===== config.mk =====
export PLATFORM = sky130hd
export DESIGN_NAME = qsr_status_top
export DESIGN_NICKNAME = d
export VERILOG_FILES = /design/src/hw/qsr_event_latch.v /design/src/hw/qsr_status_top.v
export VERILOG_INCLUDE_DIRS = /design/src /design/src/common
export SDC_FILE = /design/constraint.sdc
export NUM_CORES = 1
export LEC_CHECK = 0
export ABC_AREA = 1
export BUFFER_PORTS_ARGS = -buffer_cell sky130_fd_sc_hd__buf_2
export CAP_MARGIN = 20
export CORE_MARGIN = 4
export CORE_UTILIZATION = 40
export CTS_BUF_LIST = sky130_fd_sc_hd__clkbuf_16
export DETAILED_ROUTE_END_ITERATION = 7
export PLACE_DENSITY = 0.68
export SLEW_MARGIN = 10
export SYNTH_ARGS = -nofsm -noshare
export SYNTH_HDL_FRONTEND = slang
export SYNTH_SLANG_ARGS = --single-unit

===== constraint.sdc =====
create_clock -name SYS_CLK_I -period 3 [get_ports SYS_CLK_I]
set_input_delay 0.45 -clock SYS_CLK_I [delete_from_list [all_inputs] [get_ports SYS_CLK_I]]
set_output_delay 0.45 -clock SYS_CLK_I [all_outputs]
set_load 0.01 [all_outputs]

===== src/common/qsr_defs.vh =====
`ifndef QSR_DEFS_VH
`define QSR_DEFS_VH

// Register selectors on the command port
`define QSR_SEL_FLT_EVT 4'h0
`define QSR_SEL_FLT_COND 4'h1
`define QSR_SEL_FLT_ENA 4'h2
`define QSR_SEL_OPR_EVT 4'h3
`define QSR_SEL_OPR_COND 4'h4
`define QSR_SEL_OPR_ENA 4'h5
`define QSR_SEL_STB 4'h6
`define QSR_SEL_BUS_ADDR 4'h7

// Fault field positions
`define QSR_FLT_OVERVOLTAGE 0
`define QSR_FLT_OVERCURRENT 1
`define QSR_FLT_OUTPUT_LEAD 2
`define QSR_FLT_OVERTEMP 3
`define QSR_FLT_SOURCE_POWER_LOSS 4
`define QSR_FLT_COOLING 5
`define QSR_FLT_MASTER_SLAVE 6
`define QSR_FLT_USED_MASK 16'h007f

// Operation field positions
`define QSR_OPR_CALIBRATION 0
`define QSR_OPR_WAIT_FOR_TRIGGER 5
`define QSR_OPR_CONSTANT_VOLTAGE 8
`define QSR_OPR_CONSTANT_CURRENT 10
`define QSR_OPR_PROGRAM_RUNNING 14
`define QSR_OPR_USED_MASK 16'h4521

// Status byte summary bits
`define QSR_STB_FAULT_SUM 3
`define QSR_STB_OPER_SUM 7

// Reset values and address limits
`define QSR_ENA_RST 16'h0000
`define QSR_BUS_ADDR_RST 5'h01
`define QSR_BUS_ADDR_MIN 5'h01
`define QSR_BUS_ADDR_MAX 5'h1e

// Settle time of the pin synchroniser before the retained-loss sample
`define QSR_SEED_WAIT 3'h4

`endif


===== src/hw/qsr_event_latch.v =====
`timescale 1ns/1ps
`include "qsr_defs.vh"

module qsr_event_latch (
    input wire clk_i,
    input wire rst_i,
    input wire ce_i,
    input wire [15:0] used_i,
    input wire [15:0] cond_i,
    input wire [15:0] preset_i,
    input wire rd_clr_i,
    output reg [15:0] evt_o
);
    wire [15:0] evt_nxt;

    // Set wins over the clear-on-read
    genvar g;
    generate
        for (g = 0; g < 16; g = g + 1) begin : g_bit
            assign evt_nxt[g] = used_i[g] & (cond_i[g] | preset_i[g] |
                                (evt_o[g] & ~rd_clr_i));
        end
    endgenerate

    always @(posedge clk_i) begin
        if (rst_i) begin
            evt_o <= 16'h0000;
        end else if (ce_i) begin
            evt_o <= evt_nxt;
        end
    end
endmodule


===== src/hw/qsr_status_top.v =====
`timescale 1ns/1ps
`include "qsr_defs.vh"


module qsr_status_top (
    input wire SYS_CLK_I,
    input wire SYS_RST_I,
    input wire CLK_EN_I,
    input wire OVERVOLTAGE_FAULT_I,
    input wire OVERCURRENT_FAULT_I,
    input wire OUTPUT_LEAD_FAULT_I,
    input wire OVERTEMP_FAULT_I,
    input wire SOURCE_POWER_LOSS_I,
    input wire COOLING_FAILURE_I,
    input wire MASTER_SLAVE_FAULT_I,
    input wire POWER_LOSS_RETAINED_I,
    input wire CALIBRATION_I,
    input wire CONSTANT_VOLTAGE_STATE_I,
    input wire CONSTANT_CURRENT_STATE_I,
    input wire PROGRAM_RUNNING_I,
    input wire TRIGGER_ARMED_I,
    input wire CONT_TRIGGER_I,
    input wire REQ_I,
    input wire WR_I,
    input wire [3:0] SEL_I,
    input wire [15:0] WDATA_I,
    input wire PRESET_I,
    output reg [15:0] RDATA_O,
    output reg ACK_O,
    output reg ERR_O,
    output reg [7:0] STATUS_BYTE_O,
    output reg [4:0] BUS_ADDR_O,
    output reg OUTPUT_ENABLE_O,
    input wire OUTPUT_ON_REQ_I,
    input wire OUTPUT_OFF_REQ_I
);
    // =====================================================
    // Pin synchronisers (three stages)
    // =====================================================
    localparam NPIN = 14;
    wire [NPIN-1:0] pin_raw;
    reg [NPIN-1:0] s1_r;
    reg [NPIN-1:0] s2_r;
    reg [NPIN-1:0] s3_r;
    reg [NPIN-1:0] pin_r;

    assign pin_raw = {TRIGGER_ARMED_I, CONT_TRIGGER_I, PROGRAM_RUNNING_I,
                      CONSTANT_CURRENT_STATE_I, CONSTANT_VOLTAGE_STATE_I,
                      CALIBRATION_I, POWER_LOSS_RETAINED_I,
                      MASTER_SLAVE_FAULT_I, COOLING_FAILURE_I,
                      SOURCE_POWER_LOSS_I, OVERTEMP_FAULT_I,
                      OUTPUT_LEAD_FAULT_I, OVERCURRENT_FAULT_I,
                      OVERVOLTAGE_FAULT_I};

    genvar g;
    generate
        for (g = 0; g < NPIN; g = g + 1) begin : g_sync
            always @(posedge SYS_CLK_I) begin
                if (SYS_RST_I) begin
                    s1_r[g] <= 1'b0;
                    s2_r[g] <= 1'b0;
                    s3_r[g] <= 1'b0;
                    pin_r[g] <= 1'b0;
                end else if (CLK_EN_I) begin
                    s1_r[g] <= pin_raw[g];
                    s2_r[g] <= s1_r[g];
                    s3_r[g] <= s2_r[g];
                    if (s2_r[g] == s3_r[g]) begin
                        pin_r[g] <= s3_r[g];
                    end
                end
            end
        end
    endgenerate

    // =====================================================
    // Live condition vectors
    // =====================================================
    wire [15:0] flt_cond;
    wire [15:0] opr_cond;
    wire trig_wait_live;

    assign flt_cond = {9'h000, pin_r[6:0]};
    assign trig_wait_live = pin_r[13] | pin_r[12];
    assign opr_cond = {1'b0, pin_r[11], 3'h0, pin_r[10], 1'b0, pin_r[9],
                       2'h0, trig_wait_live, 4'h0, pin_r[8]};

    // =====================================================
    // Command port decode
    // =====================================================
    wire take;
    wire rd_flt_evt;
    wire rd_opr_evt;
    reg [15:0] flt_ena_r;
    reg [15:0] opr_ena_r;
    reg [4:0] bus_addr_r;
    reg loss_seed_r;
    reg [2:0] seed_cnt_r;
    wire [15:0] flt_evt;
    wire [15:0] opr_evt;
    wire [15:0] flt_preset;
    wire fault_sum;
    wire oper_sum;

    assign take = CLK_EN_I & REQ_I;
    assign rd_flt_evt = take & ~WR_I & (SEL_I == `QSR_SEL_FLT_EVT);
    assign rd_opr_evt = take & ~WR_I & (SEL_I == `QSR_SEL_OPR_EVT);

    // Retained power-loss seeded once after reset release
    assign flt_preset = {11'h000, loss_seed_r, 4'h0};

    qsr_event_latch u_flt_evt (
        .clk_i(SYS_CLK_I),
        .rst_i(SYS_RST_I),
        .ce_i(CLK_EN_I),
        .used_i(`QSR_FLT_USED_MASK),
        .cond_i(flt_cond),
        .preset_i(flt_preset),
        .rd_clr_i(rd_flt_evt),
        .evt_o(flt_evt)
    );

    qsr_event_latch u_opr_evt (
        .clk_i(SYS_CLK_I),
        .rst_i(SYS_RST_I),
        .ce_i(CLK_EN_I),
        .used_i(`QSR_OPR_USED_MASK),
        .cond_i(opr_cond),
        .preset_i(16'h0000),
        .rd_clr_i(rd_opr_evt),
        .evt_o(opr_evt)
    );

    assign fault_sum = |(flt_evt & flt_ena_r);
    assign oper_sum = |(opr_evt & opr_ena_r);

    // =====================================================
    // Registers and power-loss seed
    // =====================================================
    always @(posedge SYS_CLK_I) begin
        if (SYS_RST_I) begin
            flt_ena_r <= `QSR_ENA_RST;
            opr_ena_r <= `QSR_ENA_RST;
            bus_addr_r <= `QSR_BUS_ADDR_RST;
            loss_seed_r <= 1'b0;
            seed_cnt_r <= 3'h0;
        end else if (CLK_EN_I) begin
            loss_seed_r <= 1'b0;
            // Sample only once the synchroniser holds the pin level
            if (seed_cnt_r < `QSR_SEED_WAIT) begin
                seed_cnt_r <= seed_cnt_r + 3'h1;
            end else if (seed_cnt_r == `QSR_SEED_WAIT) begin
                seed_cnt_r <= seed_cnt_r + 3'h1;
                loss_seed_r <= pin_r[7];
            end
            if (PRESET_I) begin
                flt_ena_r <= 16'h0000;
                opr_ena_r <= 16'h0000;
            end else if (take && WR_I) begin
                if (SEL_I == `QSR_SEL_FLT_ENA) begin
                    flt_ena_r <= WDATA_I & `QSR_FLT_USED_MASK;
                end else if (SEL_I == `QSR_SEL_OPR_ENA) begin
                    opr_ena_r <= WDATA_I & `QSR_OPR_USED_MASK;
                end else if (SEL_I == `QSR_SEL_BUS_ADDR) begin
                    if (WDATA_I >= {11'h000, `QSR_BUS_ADDR_MIN} &&
                        WDATA_I <= {11'h000, `QSR_BUS_ADDR_MAX}) begin
                        bus_addr_r <= WDATA_I[4:0];
                    end
                end
            end
        end
    end

    // =====================================================
    // Read answer, status byte, output control
    // =====================================================
    reg [15:0] rd_mux;
    reg bad_sel;
    reg bad_wr;

    always @* begin
        rd_mux = 16'h0000;
        bad_sel = 1'b0;
        if (SEL_I == `QSR_SEL_FLT_EVT) begin
            rd_mux = flt_evt;
        end else if (SEL_I == `QSR_SEL_FLT_COND) begin
            rd_mux = flt_cond;
        end else if (SEL_I == `QSR_SEL_FLT_ENA) begin
            rd_mux = flt_ena_r;
        end else if (SEL_I == `QSR_SEL_OPR_EVT) begin
            rd_mux = opr_evt;
        end else if (SEL_I == `QSR_SEL_OPR_COND) begin
            rd_mux = opr_cond;
        end else if (SEL_I == `QSR_SEL_OPR_ENA) begin
            rd_mux = opr_ena_r;
        end else if (SEL_I == `QSR_SEL_STB) begin
            rd_mux = {8'h00, STATUS_BYTE_O};
        end else if (SEL_I == `QSR_SEL_BUS_ADDR) begin
            rd_mux = {11'h000, bus_addr_r};
        end else begin
            bad_sel = 1'b1;
        end
        // Writes to read-only or out-of-range values are refused
        bad_wr = (SEL_I != `QSR_SEL_FLT_ENA) && (SEL_I != `QSR_SEL_OPR_ENA) &&
                 (SEL_I != `QSR_SEL_BUS_ADDR);
        if (SEL_I == `QSR_SEL_BUS_ADDR &&
            (WDATA_I < {11'h000, `QSR_BUS_ADDR_MIN} ||
             WDATA_I > {11'h000, `QSR_BUS_ADDR_MAX})) begin
            bad_wr = 1'b1;
        end
    end

    always @(posedge SYS_CLK_I) begin
        if (SYS_RST_I) begin
            RDATA_O <= 16'h0000;
            ACK_O <= 1'b0;
            ERR_O <= 1'b0;
            STATUS_BYTE_O <= 8'h00;
            BUS_ADDR_O <= `QSR_BUS_ADDR_RST;
            OUTPUT_ENABLE_O <= 1'b0;
        end else if (CLK_EN_I) begin
            ACK_O <= REQ_I;
            ERR_O <= REQ_I & (bad_sel | (WR_I & bad_wr));
            if (REQ_I && !WR_I) begin
                RDATA_O <= rd_mux;
            end
            STATUS_BYTE_O <= 8'h00;
            STATUS_BYTE_O[`QSR_STB_FAULT_SUM] <= fault_sum;
            STATUS_BYTE_O[`QSR_STB_OPER_SUM] <= oper_sum;
            BUS_ADDR_O <= bus_addr_r;
            if (flt_cond[`QSR_FLT_OVERVOLTAGE]) begin
                OUTPUT_ENABLE_O <= 1'b0;
            end else if (OUTPUT_OFF_REQ_I) begin
                OUTPUT_ENABLE_O <= 1'b0;
            end else if (OUTPUT_ON_REQ_I) begin
                OUTPUT_ENABLE_O <= 1'b1;
            end
        end
    end
endmodule


==> summary.txt <==
Power and ir drop
  • Flop pwr share: 52.7%
  • Switching part of the total: 25.96%
  • Comb power frac: 8.8%
  • Pwr dens: 557.6 nW/µm²
  • Leakage Power: 2.171 nW
  • Clock power share: 38.5%
  • Int Pwr: 0.002179 W
  • Worst VDD drop: 0.2775 mV
  • Net Sw Power: 0.0007639 W

Drt
  • Vias/cell: between 5 and 6
  • Met2 routed WL: 5004 µm
  • Iter 0 DRT Violations: 258
  • Drt wl/cell: 13.71 µm
  • DRC viols: 0
  • DR WL met3: 882 µm
  • Drt pass-1 iters: 5
  • Post-DRT Antenna Nets: 0
  • WL final: between 10000 and 15000 µm
  • Top routing layer in use: met4
  • Wire length on met1: ~5200 µm
  • Via count: 4204

Worst setup path
  • Cells on worst reg2reg path: 6
  • Critical path class: input port to flip-flop
  • Critical Path AT: about 1.9 ns
  • Crit path max fanout: 27
  • CP endpoint kind: flip-flop
  • CP Data Required Time: 3.20 ns
  • Critical path startpoint category: input port
  • FF-to-FF Start: seed_cnt_r[0]
  • RR Endpoint: seed_cnt_r[1]
  • Reg2reg setup slack: 1.76 ns

Global route
  • Total grt overflow: 0
  • Largest net degree at the start of global routing: 59
  • Total Routing Usage GR: 17.36%
  • Global-route wire length before repair: 18640 µm
  • Vias in the first global route: 3957
  • Initial antenna violation count: 0

Worst hold path
  • Hold Path Class: input port to flip-flop
  • Hold_sp: OUTPUT_OFF_REQ_I
  • Hold Path Depth: 2
  • Terminating pin of the worst hold path: OUTPUT_ENABLE_O

Timing
  • Slew headroom: 52.11%
  • WHS: 0.2717 ns
  • Actual slew at the worst max-slew pin: 0.7156 ns
  • Ratio of final minimum period to clock period: between 50% and 60%
  • Final min period: around 1.7 ns
  • Max-slew violations: 0
  • Setup TNS: 0 ns
  • Hold Vio Cnt, Final: 0
  • Clock Skews: between 0.007 and 0.008 ns
  • Final setup violation count: 0
  • RSZ-0062 raised after global routing: no
  • Fmax: between 600 and 700 MHz

Clock network
  • Clk Latency, worst-skew pair: 0.35 ns
  • CTS HTree Levels: 3
  • Cell at the root of the clock tree: clkbuf_16
  • Hold Buf Count CTS: 0
  • Clock slew at reported path FFs: around 0.070 ns
  • Post-CTS Repair Setup Buffers: 0
  • Clock buffer count from CTS: 9
  • Clock sink count: 110
  • CTS tree: yes
  • Max clock buf depth: 2
  • CTS-repair resized insts: 0

Finish
  • Inserted Diodes: 0
  • Nets: 712
  • Area Overhead vs Synth: 14.00%
  • Share of layout cells above drive strength 1: between 10% and 20%
  • Fin util: 46.42%

Logic synthesis
  • Post-synth ARST share: 0%
  • Synth area leader: dfxtp_1
  • Post-synth top cells: nand2_1 (115), dfxtp_1 (110), nor2_1 (85)
  • EDFF count, synth: 0
  • Cell area after synthesis: 4629 µm²
  • Gate Count Post-Synth: 620
  • Sequential-to-total area share from yosys stat: 47.57%
  • Most frequent cell after synthesis: nand2_1
  • Mean Syn Cell Area: between 7 and 8 µm²
  • Flops & latches, synth: 110
  • Synth cell types: 34
  • Main synth FF type: dfxtp_1
  • Top cell type's share of synthesized area: 47.57%
  • Synth top area cells: dfxtp_1 (48%), nand2_1 (9.3%), o21ai_0 (8.4%)
  • Yosys warns: 0

Floorplanning
  • Chip width: 115.6 µm
  • Die Area: 13360 µm²
  • # IOs: 74
  • Die H: 115.6 µm
  • Core box area: 11370 µm²
  • Starting Density: 40.72%
  • Row count: 39

Placement
  • Final Wtd Congestion: 0.8732
  • Port Buffers: 62
  • Post-DP HPWL: 7802 µm

Outcome
  • Status: finished, final reports clean

Flow run
  • Max-cap violations: 0
[routing by layer]
| metal | global-route usage, % | vias up |
|---|---|---|
| met5 | 0 | - |
| met4 | 5.164 | 0 |
| met3 | 3.603 | 8 |
| met2 | 28.13 | 159 |
| met1 | 23.46 | 1914 |
| li1 | - | 2123 |
[kinds of logic (layout without fill, tap and decap cells)]
kind of cell             Yosys count  count (layout)  synth area share [%]
adder cells (fa/ha/maj)            2               2                0.5405
other                              1              11               0.08100
AO/OA/AOI/OAI                    185             185                 22.19
AND/OR/NAND/NOR                  235             235                 21.41
buffers and inverters             87             130                 8.216
flip-flops                       110             110                 47.57
[worst max-delay path: stages]
cell      delay (ns)
buf_2           0.36
inv_2           0.28
o22ai_2         0.31
nand2_2         0.17
a21oi_1         0.20
a211oi_1        0.07
[cell type report]
class	count	area (µm²)
Tap cell	143	178.9
Clock buffer	9	225.2
Inverter	47	181.4
Sequential cell	110	2202
Fill cell	1164	6092
Timing Repair Buffer	67	347.8
Multi-Input combinational cell	433	2085
Clock inverter	7	57.56
[power by group through the flow]
| stage | sequential [W] | clock, W | combinational, W |
|---|---|---|---|
| after floorplan | 0.00158 | 0 | 0.000180 |
| after global placement | 0.00158 | 0 | 0.000253 |
| after detailed placement | 0.00158 | 0 | 0.000259 |
| after CTS | 0.00155 | 0.00116 | 0.000261 |
| after global routing | 0.00156 | 0.00122 | 0.000298 |
| final | 0.00155 | 0.00113 | 0.000260 |
[cells in the final DEF, fill, tap and decap left out, drive strengths merged, types with 11 or more instances in the layout]
cell and n:
conb 11, dfxtp 110, a21oi 77, a211oi 11
nand3 21, nor2 89, buf 67, inv 49
o21ai 81, nand2 122
[state kept, by name, indices dropped and copies added, names as in the netlist, 7 cells and up]
name	flops
u_flt_evt.evt_o	7
s3_r	14
flt_cond	7
flt_ena_r	7
s2_r	14
s1_r	14
RDATA_O	11
[through the flow]
stage               setup WS (ns)  power [W]  cells  cell area (µm²)
global placement            1.003   0.001836    800             4995
global route                1.142   0.003077    816             5278
CTS                         1.358   0.002974    816             5278
finish                      1.349   0.002943    816             5278
floorplan                   1.578   0.001761    630             4667
detailed placement          1.006   0.001843    800             4995
[worst max-delay path by stage]
| stage | from | cells after the start | end |
|---|---|---|---|
| after global placement | SEL_I[2] | 10 | ERR_O |
| after detailed placement | CLK_EN_I | 5 | STATUS_BYTE_O[3] |
| after floorplan | CLK_EN_I | 8 | bus_addr_r[1] |
| after CTS | CLK_EN_I | 6 | opr_ena_r[8] |
| final | CLK_EN_I | 6 | opr_ena_r[8] |
| after global routing | CLK_EN_I | 6 | opr_ena_r[8] |
Power figures use the tool's default switching activity.
